<file path="config.mk">
export PLATFORM = sky130hd
export DESIGN_NAME = crc_clock_reset
export DESIGN_NICKNAME = d
export VERILOG_FILES = /design/src/verilog/crc_pkg.sv /design/src/verilog/crc_clock_reset.sv
export VERILOG_INCLUDE_DIRS = /design/src /design/src/verilog
export SDC_FILE = /design/constraint.sdc
export NUM_CORES = 1
export LEC_CHECK = 0
export BUFFER_PORTS_ARGS = -buffer_cell sky130_fd_sc_hd__buf_2
export CAP_MARGIN = 40
export CORE_MARGIN = 3
export CORE_UTILIZATION = 50
export CTS_BUF_LIST = sky130_fd_sc_hd__clkbuf_8
export DETAILED_ROUTE_END_ITERATION = 7
export PLACE_DENSITY = 0.78
export RECOVER_POWER = 50
export SYNTH_ARGS = -nofsm -noshare
export SYNTH_HDL_FRONTEND = slang
export SYNTH_SLANG_ARGS = --single-unit
</file>
<file path="constraint.sdc">
create_clock -name ref_clk -period 2.8 [get_ports ref_clk]
set_input_delay 0.56 -clock ref_clk [delete_from_list [all_inputs] [get_ports ref_clk]]
set_output_delay 0.56 -clock ref_clk [all_outputs]
set_load 0.02 [all_outputs]
</file>
<file path="src/verilog/crc_params.svh">
/*
  Constants for the core clock and reset controller: register offsets,
  field positions, reset values and timing figures.
  Assumes a 250 MHz reference clock and an 8-bit special function bus.
*/
`ifndef CRC_PARAMS_SVH
`define CRC_PARAMS_SVH

// Register offsets
`define CRC_ADDR_PWRCTL     8'h87
`define CRC_ADDR_SELDIV     8'h8E
`define CRC_ADDR_WAKE       8'h8F
`define CRC_ADDR_GATE3      8'h92
`define CRC_ADDR_GATE0      8'h98
`define CRC_ADDR_GATE1      8'h99
`define CRC_ADDR_GATE2      8'h9A

// Field positions
`define CRC_DIV8_HI         7
`define CRC_DIV8_LO         5
`define CRC_RCSEL_BIT       4
`define CRC_X16SEL_BIT      3
`define CRC_DIV16_HI        2
`define CRC_DIV16_LO        0
`define CRC_CHG_BIT         7
`define CRC_RCWAKE_BIT      6
`define CRC_PD_BIT          1
`define CRC_GATE3_MASK      8'h0F

// Reset values
`define CRC_SELDIV_RST      8'h00
`define CRC_GATE0_RST       8'h70
`define CRC_GATE1_RST       8'h00
`define CRC_GATE2_RST       8'h07
`define CRC_GATE3_RST       8'h01
`define CRC_PC_RESET        16'h0000
// Synchronisers start with power-on, brown-out and watchdog asserted, the reset pin high and the crystal not ready,
// so the system reset stays up until the real levels have been sampled twice
`define CRC_SYNC_RST        5'h1E

// Divider ratios minus one, codes 0 to 7
`define CRC_LIM0            14'h0000
`define CRC_LIM1            14'h0001
`define CRC_LIM2            14'h0003
`define CRC_LIM3            14'h0007
`define CRC_LIM4            14'h001F
`define CRC_LIM5            14'h01FF
`define CRC_LIM6            14'h0FFF
`define CRC_LIM7            14'h3FFF

// Timing
`define CRC_CLK_MHZ         250.0
`define CRC_EXT_RST_US      62.5

`endif

</file>
<file path="src/verilog/crc_pkg.sv">
/*
  Types shared by the core clock and reset controller.
  Assumes nothing beyond the constants header.
*/
package crc_pkg;
  typedef enum logic [1:0] {SRC_X8, SRC_X16, SRC_RC} crc_src_t;
  typedef enum {CK_RUN, CK_SWITCH} crc_state_t;
endpackage

</file>
<file path="src/verilog/crc_clock_reset.sv">
/*
  Core clock select, divide and gate control, power-down wake clock
  handling and system reset combination, with its special function
  registers. Oscillator taps arrive as one-cycle ticks on ref_clk;
  reset sources and the crystal-ready level arrive from other domains.
*/
`timescale 1ns/1ns
`include "crc_params.svh"

// Notes on behaviour
// Eight-meg divider field bits 7:5 divides 8 MHz tap by 1..16384.
// Sixteen-meg divider field bits 2:0 divides 16 MHz source by 1..16384.
// RC select bit 4 set picks fast RC oscillator; else tap select decides.
// Tap select bit 3 picks 16 MHz crystal tap, else 8 MHz tap.
// After reset the core runs undivided from the 8 MHz crystal tap once the crystal is stable.
// Status bit 7 shows a core clock change in progress, read-only.
// Entering power-down sets RC wake status; wake-up runs from RC oscillator.
// Software clears RC wake status by writing; normal source then returns.
// Bits 5:0 of the wake status register read as zero.
// Core runs from RC until the crystal is stable.
// Gate zero enables SPI, UARTs, GPIO, timers; bits 6..4 reset to one.
// Gate one enables I2C, IR, flash, voice, audio, quadrature, random.
// Gate two enables PWM 4..0, radio, 3 V logic, controller; low three reset one.
// Gate three: port interrupt gates on bits 3..1, watchdog bit 0 resets one.
// System reset on power-on, brown-out, watchdog or pin low over 62.5 us.
// Any system reset zeroes program counter and restores the select, gate, power-down and wake status registers.
// Radio MAC/PHY reset also follows a software command.
// Power-down bit set by writing one; cleared by wake interrupt or reset.
// Clock switches happen on a period boundary; status holds until done.
module crc_clock_reset #(
  parameter int EXT_RST_CYCLES = int'($ceil(`CRC_EXT_RST_US * `CRC_CLK_MHZ))
) (
  // Clock and reset
  input  wire logic        ref_clk,
  input  wire logic        arst_n,
  // Special function register port
  input  wire logic [7:0]  sfrAddr,
  input  wire logic        sfrWrite,
  input  wire logic        sfrRead,
  input  wire logic [7:0]  sfrWdata,
  output logic      [7:0]  sfrRdata,
  // Oscillator ticks and status
  input  wire logic        xtal8Tick,
  input  wire logic        xtal16Tick,
  input  wire logic        rcTick,
  input  wire logic        xtalStable,
  // Reset sources and wake
  input  wire logic        external_reset_pin_n,
  input  wire logic        powerOnReset,
  input  wire logic        brownout_reset,
  input  wire logic        watchdogTimeout,
  input  wire logic        wakeIrq,
  input  wire logic        macPhySoftReset,
  // Core clock and power
  output logic             coreClkTick,
  output logic             clkChanging,
  output logic             power_down_request,
  // Resets
  output logic             sysReset,
  output logic             macPhyReset,
  output logic      [15:0] resetVector,
  // Peripheral clock gates
  output logic      [7:0]  periph_clock_gate_zero,
  output logic      [7:0]  periph_clock_gate_one,
  output logic      [7:0]  periph_clock_gate_two,
  output logic      [7:0]  periph_clock_gate_three
);

  logic [7:0]          core_clock_select_divide;
  logic                rc_wake_status;
  logic [4:0]          syncA;
  logic [4:0]          syncB;
  logic [15:0]         extLowCnt;
  logic                extLong;
  logic [13:0]         divCnt;
  logic [13:0]         actLim;
  logic                srcTick;
  crc_pkg::crc_src_t   reqSrc;
  crc_pkg::crc_src_t   actSrc;
  logic [2:0]          reqCode;
  logic [2:0]          actCode;
  crc_pkg::crc_state_t state;
  logic                wrSel;
  logic                wrWake;
  logic                wrPwr;
  logic                xtalOk;
  logic                extLow;
  logic                anyRst;

  function automatic logic [13:0] ratioLim(input logic [2:0] code);
    case (code)
      3'h0:    ratioLim = `CRC_LIM0;
      3'h1:    ratioLim = `CRC_LIM1;
      3'h2:    ratioLim = `CRC_LIM2;
      3'h3:    ratioLim = `CRC_LIM3;
      3'h4:    ratioLim = `CRC_LIM4;
      3'h5:    ratioLim = `CRC_LIM5;
      3'h6:    ratioLim = `CRC_LIM6;
      default: ratioLim = `CRC_LIM7;
    endcase
  endfunction

  // Pins and analogue flags come from other domains
  always_ff @(posedge ref_clk or negedge arst_n) begin
    if (!arst_n) begin
      syncA <= `CRC_SYNC_RST;
      syncB <= `CRC_SYNC_RST;
    end else begin
      syncA <= {external_reset_pin_n, powerOnReset, brownout_reset, watchdogTimeout,
                xtalStable};
      syncB <= syncA;
    end
  end

  assign xtalOk = syncB[0];
  assign extLow = !syncB[4];

  // A short glitch on the pin never resets; only a sustained low does
  always_ff @(posedge ref_clk or negedge arst_n) begin
    if (!arst_n) begin
      extLowCnt <= 16'h0000;
    end else if (!extLow) begin
      extLowCnt <= 16'h0000;
    end else if (!extLong) begin
      extLowCnt <= extLowCnt + 16'h0001;
    end
  end

  assign extLong = (extLowCnt >= 16'(EXT_RST_CYCLES));
  assign anyRst  = extLong || syncB[3] || syncB[2] || syncB[1];

  always_ff @(posedge ref_clk or negedge arst_n) begin
    if (!arst_n) begin
      sysReset    <= 1'b1;
      macPhyReset <= 1'b1;
      resetVector <= `CRC_PC_RESET;
    end else begin
      sysReset    <= anyRst;
      macPhyReset <= anyRst || macPhySoftReset;
      resetVector <= `CRC_PC_RESET;
    end
  end

  assign wrSel  = sfrWrite && (sfrAddr == `CRC_ADDR_SELDIV);
  assign wrWake = sfrWrite && (sfrAddr == `CRC_ADDR_WAKE);
  assign wrPwr  = sfrWrite && (sfrAddr == `CRC_ADDR_PWRCTL);

  // Every register returns to its reset value on any system reset
  always_ff @(posedge ref_clk or negedge arst_n) begin
    if (!arst_n) begin
      core_clock_select_divide <= `CRC_SELDIV_RST;
      periph_clock_gate_zero   <= `CRC_GATE0_RST;
      periph_clock_gate_one    <= `CRC_GATE1_RST;
      periph_clock_gate_two    <= `CRC_GATE2_RST;
      periph_clock_gate_three  <= `CRC_GATE3_RST;
    end else if (sysReset) begin
      core_clock_select_divide <= `CRC_SELDIV_RST;
      periph_clock_gate_zero   <= `CRC_GATE0_RST;
      periph_clock_gate_one    <= `CRC_GATE1_RST;
      periph_clock_gate_two    <= `CRC_GATE2_RST;
      periph_clock_gate_three  <= `CRC_GATE3_RST;
    end else if (sfrWrite) begin
      case (sfrAddr)
        `CRC_ADDR_SELDIV: core_clock_select_divide <= sfrWdata;
        `CRC_ADDR_GATE0:  periph_clock_gate_zero   <= sfrWdata;
        `CRC_ADDR_GATE1:  periph_clock_gate_one    <= sfrWdata;
        `CRC_ADDR_GATE2:  periph_clock_gate_two    <= sfrWdata;
        `CRC_ADDR_GATE3:  periph_clock_gate_three  <= sfrWdata & `CRC_GATE3_MASK;
        default: ;
      endcase
    end
  end

  // Software write wins over a wake in the same cycle
  always_ff @(posedge ref_clk or negedge arst_n) begin
    if (!arst_n) begin
      power_down_request <= 1'b0;
    end else if (sysReset) begin
      power_down_request <= 1'b0;
    end else if (wrPwr && sfrWdata[`CRC_PD_BIT]) begin
      power_down_request <= 1'b1;
    end else if (wakeIrq) begin
      power_down_request <= 1'b0;
    end
  end

  // Entry to power-down beats a clearing write in the same cycle
  always_ff @(posedge ref_clk or negedge arst_n) begin
    if (!arst_n) begin
      rc_wake_status <= 1'b0;
    end else if (sysReset) begin
      rc_wake_status <= 1'b0;
    end else if (wrPwr && sfrWdata[`CRC_PD_BIT] && !power_down_request) begin
      rc_wake_status <= 1'b1;
    end else if (wrWake && !sfrWdata[`CRC_RCWAKE_BIT]) begin
      rc_wake_status <= 1'b0;
    end
  end

  // Requested source and division
  always_comb begin
    if (rc_wake_status || !xtalOk || core_clock_select_divide[`CRC_RCSEL_BIT]) begin
      reqSrc = crc_pkg::SRC_RC;
    end else if (core_clock_select_divide[`CRC_X16SEL_BIT]) begin
      reqSrc = crc_pkg::SRC_X16;
    end else begin
      reqSrc = crc_pkg::SRC_X8;
    end
    if (reqSrc == crc_pkg::SRC_X8) begin
      reqCode = core_clock_select_divide[`CRC_DIV8_HI:`CRC_DIV8_LO];
    end else begin
      reqCode = core_clock_select_divide[`CRC_DIV16_HI:`CRC_DIV16_LO];
    end
  end

  always_comb begin
    case (actSrc)
      crc_pkg::SRC_X8:  srcTick = xtal8Tick;
      crc_pkg::SRC_X16: srcTick = xtal16Tick;
      default:          srcTick = rcTick;
    endcase
  end

  assign actLim = ratioLim(actCode);

  // Divider counts ticks of the active source
  always_ff @(posedge ref_clk or negedge arst_n) begin
    if (!arst_n) begin
      divCnt      <= 14'h0000;
      coreClkTick <= 1'b0;
    end else if (srcTick && divCnt >= actLim) begin
      divCnt      <= 14'h0000;
      coreClkTick <= 1'b1;
    end else begin
      divCnt      <= srcTick ? divCnt + 14'h0001 : divCnt;
      coreClkTick <= 1'b0;
    end
  end

  // New setting is taken only at a period boundary, so no runt period.
  // A stopped old source stalls the switch until it ticks again and completes its current period.
  always_ff @(posedge ref_clk or negedge arst_n) begin
    if (!arst_n) begin
      state       <= crc_pkg::CK_RUN;
      actSrc      <= crc_pkg::SRC_X8;
      actCode     <= 3'h0;
      clkChanging <= 1'b0;
    end else begin
      case (state)
        crc_pkg::CK_RUN: begin
          if (reqSrc != actSrc || reqCode != actCode) begin
            state       <= crc_pkg::CK_SWITCH;
            clkChanging <= 1'b1;
          end
        end
        crc_pkg::CK_SWITCH: begin
          if (divCnt == 14'h0000) begin
            actSrc      <= reqSrc;
            actCode     <= reqCode;
            state       <= crc_pkg::CK_RUN;
            clkChanging <= 1'b0;
          end
        end
        default: begin
          state       <= crc_pkg::CK_RUN;
          clkChanging <= 1'b0;
        end
      endcase
    end
  end

  // Registered read port; unmapped offsets read zero
  always_ff @(posedge ref_clk or negedge arst_n) begin
    if (!arst_n) begin
      sfrRdata <= 8'h00;
    end else if (sfrRead) begin
      case (sfrAddr)
        `CRC_ADDR_SELDIV: sfrRdata <= core_clock_select_divide;
        `CRC_ADDR_WAKE:   sfrRdata <= {clkChanging, rc_wake_status, 6'h00};
        `CRC_ADDR_PWRCTL: sfrRdata <= {6'h00, power_down_request, 1'b0};
        `CRC_ADDR_GATE0:  sfrRdata <= periph_clock_gate_zero;
        `CRC_ADDR_GATE1:  sfrRdata <= periph_clock_gate_one;
        `CRC_ADDR_GATE2:  sfrRdata <= periph_clock_gate_two;
        `CRC_ADDR_GATE3:  sfrRdata <= periph_clock_gate_three;
        default:          sfrRdata <= 8'h00;
      endcase
    end
  end
endmodule

</file>
==> summary by stage, run 1 <==
Die
From bottom edge to top edge, the die measures 105.2 µm. After floorplanning, the core was sized to cover 9415 µm². The starting density of the core is 0.5227. In this run the core area contains 35 standard-cell rows.

The total I/O pin count is 91. The floorplan step set the die width to 105.2 µm. The area of the die is 11070 µm².

Logic synthesis
The number of distinct standard cells referenced by the synthesized netlist is 59. Counting instances in the post-synthesis netlist gives the leading cell types as dfrtp_1, nor2_1, nand2_1. The async set or reset register ratio after synthesis is 1.000.

In the synthesized netlist the dominant register cell turns out to be dfrtp_1. The share of synthesized area in the top cell type comes to 0.3966. Ranked by total cell area, the synthesized netlist is headed by dfrtp_1, dfstp_2, nor2_1.

The cell taking the most area after synthesis is dfrtp_1. The total standard cell area after synthesis is 4921 µm². The number of warnings reported in the yosys synthesis log is 0. The proportion of synthesized chip area in sequential cells is 0.4874. The cell with the most instances after synthesis is dfrtp_1. The number of enable flip-flop cells after synthesis is 0. In the synthesized netlist, the number of instances is 499. Counting flops and latches in the post-synthesis netlist gives 95. A synthesized cell averages 9.862 µm².

Setup path
STA puts the critical path data arrival time at 2.91 ns. The number of buffers and inverters on the critical path is 0. The kind of capture point of the worst setup path is a flip-flop. The most critical setup path has its startpoint at actCode[2].

On the critical path the largest part of the delay comes from simple AND/OR/NAND/NOR gates. The nature of the critical path startpoint is a flip-flop. The worst stage delay on the critical path is 0.47 ns. Traced cell by cell, the critical path runs through or3_1, ha_1, nand2b_1, a2111oi_0, or4b_4, a21oi_2, or4_1, mux2i_1. The largest fanout on the critical path is 8. The startpoint identified for the worst register-to-register timing path is actCode[2]. For the worst setup path, the data required time is 3.08 ns. For this design, the slowest cell found on the critical path is or4_1. The kind of critical path is flip-flop to flip-flop.

Routing
The average detailed-routed wire length per instance is 15.88 µm. The detail route stage leaves a number of antenna-violating nets equal to 0. The routed layout has 3951 vias. The final wirelength is 11.08 mm. The ratio of routed vias to standard cells is 5.660.

The count of unresolved DRC violations after routing is 0. The first-iteration detailed-routing DRC count is 346. The number of iterations in the first detailed-routing pass is 4.

Clock network
After clock tree synthesis, the flow added hold-fix buffers numbering 0. The clock drives 95 sinks. The maximum root-to-sink buffer count is 2. The clock-pin slew on the worst setup and hold paths is 0.09 ns. TritonCTS built the clock tree.

The later pin in the worst-skew pair is clocked with a latency of 0.37 ns. CTS built an H-tree with a depth of 3. Once the clock tree was built, the resizer swapped 0 gates to a different size. The number of buffers added by the clock tree synthesis step is 9. The buffer cell driving the clock tree root is clkbuf_8.

The count of buffers added by post-CTS timing repair for setup is 0.

Timing
The final number of setup-violating endpoints is 0. After routing, the total negative slack on setup checks comes to 0 ns. The final number of max-transition violations was 0. In this run the tightest slew margin relative to its limit is 0.2063. In the finished design, the share of the clock period the worst path needs comes to 0.9365.

Setup repair after global routing left no endpoint under its margin. The achievable clock frequency is 381.4 MHz. The total count of hold-check failures in the final report is 0. At the pin with the least slew margin, the transition time is 1.191 ns. The clock tree skew after final layout is 0.01993 ns.

The final critical delay including setup and external delays is 2.622 ns.

Power
The maximum VDD drop is 0.0003863 V. The sum of internal, switching and leakage power is 3.474 mW. The power density normalized to cell area is 628.9 nW/µm². The static leakage is 2.436 nW.

Global routing
The number of global-route vias before repair is 3744. The initial antenna violation count is 0. The total routing resource utilization after global routing is 0.2047. Entering global routing, the biggest net connects 50 pins. The first global-routing pass estimated 18.46 mm of wire.

The total grt overflow is 0.

Placement
The last weighted congestion value of the routability-driven placer is 0.8850. The total placed instance area is 5319 µm². Port buffering added 70 buffers. Detailed placement finished with a half-perimeter wire length of 7.813 mm.

Layout
Registers take 2399 µm². After filler insertion, the fill cell instance count of the layout stands at 819. Compared with the post-synthesis result, the final layout area differs by 12.26%. The area taken by multi-input logic gates is 2265 µm². The summed area of non-filler cells in the final layout is 5524 µm². The net count of the finished layout is 606.

The layout cell share with drive strength beyond 1 is 0.2021. For this run, the share of the core covered by cells in the final layout is 0.5867. The repair_antennas step left the layout with diodes totalling 0.

Min path
The tightest min-delay check is of the input port to flip-flop type. The startpoint identified for the worst hold timing path is powerOnReset.

Status
The run finished with clean final reports.

Flow run
The max-capacitance violation count is 0.
## registers in the layout, indices dropped and copies added (netlist names), 2 cells and up
| signal | count |
|---|---|
| syncB | 5 |
| extLowCnt | 16 |
| actSrc | 2 |
| divCnt | 14 |
| periph_clock_gate_three | 4 |
| periph_clock_gate_zero | 8 |
| syncA | 5 |
| periph_clock_gate_one | 8 |
| sfrRdata | 8 |
| core_clock_select_divide | 8 |
| actCode | 3 |
| periph_clock_gate_two | 8 |
## cells by family after synthesis
family / count (synthesis) / share of synthesized area
xor gates and xnor gates: 21 / 0.03738
DFF: 95 / 0.4874
muxes: 24 / 0.05060
and+or+nand+nor: 188 / 0.1884
AOI/OAI and AO/OA: 97 / 0.1391
other: 1 / 0.0007620
buffers and inverters: 61 / 0.06585
adders and majority gates: 12 / 0.03051
## per-stage QoR
stage          setup WS, ns  hold slack (ns)  cells
2_1_floorplan        0.2641           0.2644    518
3_3_place_gp         0.2662           0.3342    682
3_5_place_dp         0.2028           0.3404    682
4_1_cts              0.1623           0.2222    698
5_1_grt           0.0009628           0.2681    698
6_report             0.1779           0.2897    698
## layout by cell type (no fill, tap or decap), types with 7 or more instances in the layout
cell type,count
dfrtp_1,78
buf_2,61
nor2_1,55
nand2_1,46
a21oi_1,30
nand3_1,27
inv_1,21
conb_1,20
mux2i_1,17
dfstp_2,16
and3_1,13
xor2_1,13
ha_1,12
a221oi_1,9
clkbuf_8,9
nor3_1,8
nor2b_1,8
nand4_1,8
o22ai_1,8
xnor2_1,8
clkbuf_1,8
mux2_2,7
a211o_1,7
## where the power goes
| group | switching (mW) | total [mW] | internal, mW |
|---|---|---|---|
| Sequential | 0.104 | 1.57 | 1.47 |
| Combinational | 0.481 | 0.825 | 0.344 |
| Clock | 0.487 | 1.08 | 0.591 |
| Total | 1.07 | 3.47 | 2.40 |
## worst reg2reg max path: cells and delay by family, from the launching register on
| kind | cells | cell delay [ns] |
|---|---|---|
| AOI/OAI and AO/OA | 2 | 0.54 |
| adders and majority gates | 1 | 0.27 |
| muxes | 1 | 0.14 |
| DFF | 1 | 0.45 |
| and+or+nand+nor | 4 | 1.15 |
## path summary, 6_finish.rpt
| check | to | slack (ns) | depth (start not counted) |
|---|---|---|---|
| min in group asynchronous | sfrRdata[1] | 0.42 | 1 |
| setup / recovery | divCnt[5] | 0.18 | 8 |
| setup reg to reg | divCnt[5] | 0.18 | 8 |
| max in group asynchronous | extLowCnt[9] | 0.63 | 2 |
| hold / removal | syncA[3] | 0.29 | 1 |
| hold reg to reg | syncB[0] | 0.36 | 0 |
## metal layers
layer / track usage / wire [µm] / vias up
met2: 0.3115 / 5261 / 145
met4: 0.08154 / 239 / 0
met3: 0.04077 / 706 / 23
met1: 0.2873 / 4876 / 1936
li1: - / - / 1847
met5: 0 / 0 / -
## final cells by class
| cell class | count | share of cell area |
|---|---|---|
| Clock buffer | 9 | 0.02242 |
| Clock inverter | 7 | 0.02061 |
| Inverter | 19 | 0.01291 |
| Multi-Input combinational cell | 362 | 0.4100 |
| Sequential cell | 95 | 0.4342 |
| Tap cell | 129 | 0.02922 |
| Timing Repair Buffer | 77 | 0.07067 |
(Power assumes the default switching activity.)
==> inputs of run 2 (changes only) <==
--- a/config.mk
+++ b/config.mk
@@ -6,13 +6,14 @@
 export SDC_FILE = /design/constraint.sdc
 export NUM_CORES = 1
 export LEC_CHECK = 0
+export ABC_AREA = 1
 export BUFFER_PORTS_ARGS = -buffer_cell sky130_fd_sc_hd__buf_2
 export CAP_MARGIN = 40
 export CORE_MARGIN = 3
 export CORE_UTILIZATION = 50
 export CTS_BUF_LIST = sky130_fd_sc_hd__clkbuf_8
 export DETAILED_ROUTE_END_ITERATION = 7
-export PLACE_DENSITY = 0.78
+export PLACE_DENSITY = 0.77
 export RECOVER_POWER = 50
 export SYNTH_ARGS = -nofsm -noshare
 export SYNTH_HDL_FRONTEND = slang
==> summary by stage, run 2 <==
Layout
The register with the most flip-flops is extLowCnt (unchanged). Commonest cells after routing, fill and taps aside: nand2_1, dfrtp_1, inv_1 (was dfrtp_1, buf_2, nor2_1). The layout overhead on the synthesized area was 10.69% (was 12.26%). The net count of the finished layout is 765 (was 606). The summed area of non-filler cells in the final layout is 5792 µm² (was 5524 µm²).

The most common cell after layout, fill and taps aside is nand2_1 (was dfrtp_1). The count of placed standard cells in the final layout, fillers left out is 861 (was 698). The total inserted antenna cells is 0 (unchanged). The utilization after layout is 0.5818 (was 0.5867). The number of flip-flops in the largest register is 16 (unchanged).

The layout cell share with drive strength beyond 1 was 0.1772 (was 0.2021). Largest registers ranked by flip-flop count: extLowCnt x16, divCnt x14 (unchanged).

Placement
The placed cell count is 845 (was 682). The pre-CTS setup slack was 0.5067 ns (was 0.2028 ns). The detailed placer's ending HPWL is 9.214 mm (was 7.813 mm). The number of input and output port buffers inserted came to 70 (unchanged).

The last weighted congestion value of the routability-driven placer came to 0.9123 (was 0.8850). The total placed instance area came to 5615 µm² (was 5319 µm²).

Logic synthesis
The number of instances in the synthesized netlist is 653 (was 499). The main combinational cell family by area after synthesis is simple AND/OR/NAND/NOR gates (unchanged). The average cell area after synthesis is 8.013 µm² (was 9.862 µm²). The fraction of the mapped netlist area in compound gates is 0.1093 (was 0.1391). The mux share of post-synthesis cell area is 0 (was 0.05060). The area share of the largest cell type after synthesis is 0.3730 (was 0.3966). The cell taking the most area after synthesis was dfrtp_1 (unchanged). The fraction of synthesized cell area in xor and xnor cells is 0.03682 (was 0.03738).

The total standard cell area after synthesis is 5233 µm² (was 4921 µm²). The number of enable flip-flop cells after synthesis was 0 (unchanged). The async set or reset register ratio after synthesis is 1.000 (unchanged). Leading cell types by count after synthesis: nand2_1, dfrtp_1, inv_1 (was dfrtp_1, nor2_1, nand2_1).

The area share of fa/ha/maj cells after synthesis is 0.02869 (was 0.03051). The number of distinct standard cells referenced by the synthesized netlist is 40 (was 59). The number of storage elements in the synthesis netlist came to 95 (unchanged). The proportion of synthesized chip area in sequential cells is 0.4584 (was 0.4874). The cell with the most instances after synthesis is nand2_1 (was dfrtp_1). The simple-gate share of the synthesized area is 0.2702 (was 0.1884). Most area-consuming cells after synthesis: dfrtp_1, nand2_1, dfstp_2 (was dfrtp_1, dfstp_2, nor2_1). The number of warnings reported in the yosys synthesis log is 0 (unchanged). The most common flop cell mapped by yosys is dfrtp_1 (unchanged).

Setup path
The cell type of the slowest stage on the worst timing path is dfrtp_1 (was or4_1). The signal arrival time at the worst endpoint is 2.54 ns (was 2.91 ns). The total buffers and inverters traversed by the critical path is 4 (was 0). The nature of the critical path startpoint was a flip-flop (unchanged). Cell-by-cell listing of the critical path: inv_1, o21ai_0, inv_1, ha_1, nand2_1, inv_1, nand3_1, nor3_2, nand2_1, nand3_1, nand2_1, inv_2, nor2_1 (was or3_1, ha_1, nand2b_1, a2111oi_0, or4b_4, a21oi_2, or4_1, mux2i_1). The required time at the endpoint of the critical path is 3.04 ns (was 3.08 ns). The kind of capture point of the worst setup path is a flip-flop (unchanged). The kind of critical path is flip-flop to flip-flop (unchanged).

The worst stage delay on the critical path is 0.65 ns (was 0.47 ns). The gate family responsible for the most delay along the worst path was flip-flops (was simple AND/OR/NAND/NOR gates). The largest fanout on the critical path is 13 (was 8).

Die
The total I/O pin count is 91 (unchanged). The y dimension of the die is 108.3 µm (was 105.2 µm). The area of the die is 11730 µm² (was 11070 µm²). The count of standard-cell rows is 36 (was 35). The core area is 9955 µm² (was 9415 µm²). The starting density of the core was 0.5256 (was 0.5227). The die outline width is 108.3 µm (was 105.2 µm).

Timing
The actual transition at the worst max-transition pin was 1.767 ns (was 1.191 ns). The setup total negative slack was 0 ns (unchanged). The final critical delay including setup and external delays was 2.301 ns (was 2.622 ns). The hold slack is 0.2879 ns (was 0.2897 ns). The final number of setup-violating endpoints is 0 (unchanged). RSZ-0062 raised after global routing: no (unchanged). The final clock period utilization by the worst path was 0.8219 (was 0.9365). The achievable clock frequency is 434.5 MHz (was 381.4 MHz). The final number of max-transition violations came to 33 (was 0). The setup slack of the critical path after layout is 0.4986 ns (was 0.1779 ns). The total count of hold-check failures in the final report is 0 (unchanged). The clock tree skew after final layout is 0.01702 ns (was 0.01993 ns). The worst-case headroom to the max-slew limit is -0.1777 (was 0.2063).

Status
Outcome: complete, but fails checks (was finished clean). The checks that failed: max-capacitance violations, max-slew violations.

Clock network
The clock tree from TritonCTS is yes (unchanged). The maximum root-to-sink buffer count is 2 (unchanged). The number of buffers added by the clock tree synthesis step is 9 (unchanged). The clock network latency to the later pin of the worst-skew pair is 0.37 ns (about the same). The clock-pin slew on the worst setup and hold paths is 0.09 ns (about the same). The buffer cell driving the clock tree root is clkbuf_8 (unchanged). The quantity of gates resized following cts is 0 (unchanged). The number of clock sinks is 95 (unchanged).

The number of H-tree levels came to 3 (unchanged). The count of buffers added by post-CTS timing repair for setup is 0 (unchanged). The quantity of hold-fixing buffers added after cts is 0 (unchanged).

Power
The static leakage came to 2.870 nW (was 2.436 nW). The power density normalized to cell area was 607.8 nW/µm² (was 628.9 nW/µm²). The sum of internal, switching and leakage power is 3.520 mW (was 3.474 mW). The maximum VDD drop is 0.0002766 V (was 0.0003863 V).

Routing
The overall via count from detail_route was 4496 (was 3951). The number of iterations in the first detailed-routing pass is 5 (was 4). The final wirelength is 12.17 mm (was 11.08 mm). The count of unresolved DRC violations after routing is 0 (unchanged). The first-iteration detailed-routing DRC count came to 327 (was 346). The average detailed-routed wire length per instance is 14.13 µm (was 15.88 µm). The residual antenna-violating net count after detailed routing is 0 (unchanged). The ratio of routed vias to standard cells is 5.222 (was 5.660).

Global routing
The initial antenna violation count is 0 (unchanged). The wire length of the first global-routing pass is 19.94 mm (was 18.46 mm). The total routing resource utilization after global routing is 0.2140 (was 0.2047).

The total grt overflow is 0 (unchanged). The largest net degree at the start of global routing was 64 (was 50). The number of global-route vias before repair is 4308 (was 3744).

Flow run
The max-capacitance violation count is 1 (was 0).

Min path
The type of the tightest min-delay check is input port to flip-flop (unchanged).
[run 2: kinds of logic (layout without fill, tap and decap cells)]
group           after synthesis  after routing
compound gates               98             98
fa+ha+maj                    12             12
buf+inv                     104            160
simple gates                321            321
xor+xnor                     22             22
other cells                   1             20
flops                        95             95
[run 2: final timing paths]
kind	slack, ns	depth (start not counted)	start	end
min in group asynchronous	0.66	1	arst_n	periph_clock_gate_zero[0]
worst max register to register	0.50	13	actCode[2]	divCnt[4]
max in group asynchronous	1.02	2	arst_n	periph_clock_gate_zero[6]
worst min register to register	0.36	0	syncA[3]	syncB[3]
worst min-delay path	0.29	1	brownout_reset	syncA[2]
worst max-delay path	0.50	13	actCode[2]	divCnt[4]
[run 2: power breakdown]
part | switching, mW | internal [mW]
Clock | 0.493 | 0.418
Sequential | 0.144 | 1.49
Combinational | 0.650 | 0.328
[run 2: area by class of cell]
cell class	count	area, µm²
clock buffer	9	123.9
clock inverter	7	72.57
fill	938	4163
inverter	73	274.0
multi-input combinational	473	2396
sequential	95	2399
tap	133	166.4
timing repair buffer	71	360.3
[run 2: per-layer routing]
layer  vias up  share of wire  GRT usage
met5         -              0          0
met1      2080           0.43     0.2951
met4         0          0.020    0.06763
met2       187           0.47     0.3424
met3        24          0.075    0.04179
li1       2205              -          -
[run 2: worst register-to-register path, stage by stage (launching register included)]
cell     delay (ns)
dfrtp_1        0.65
inv_1          0.18
o21ai_0        0.14
inv_1          0.08
ha_1           0.28
nand2_1        0.05
inv_1          0.06
nand3_1        0.08
nor3_2         0.18
nand2_1        0.08
nand3_1        0.09
nand2_1        0.06
inv_2          0.20
nor2_1         0.08
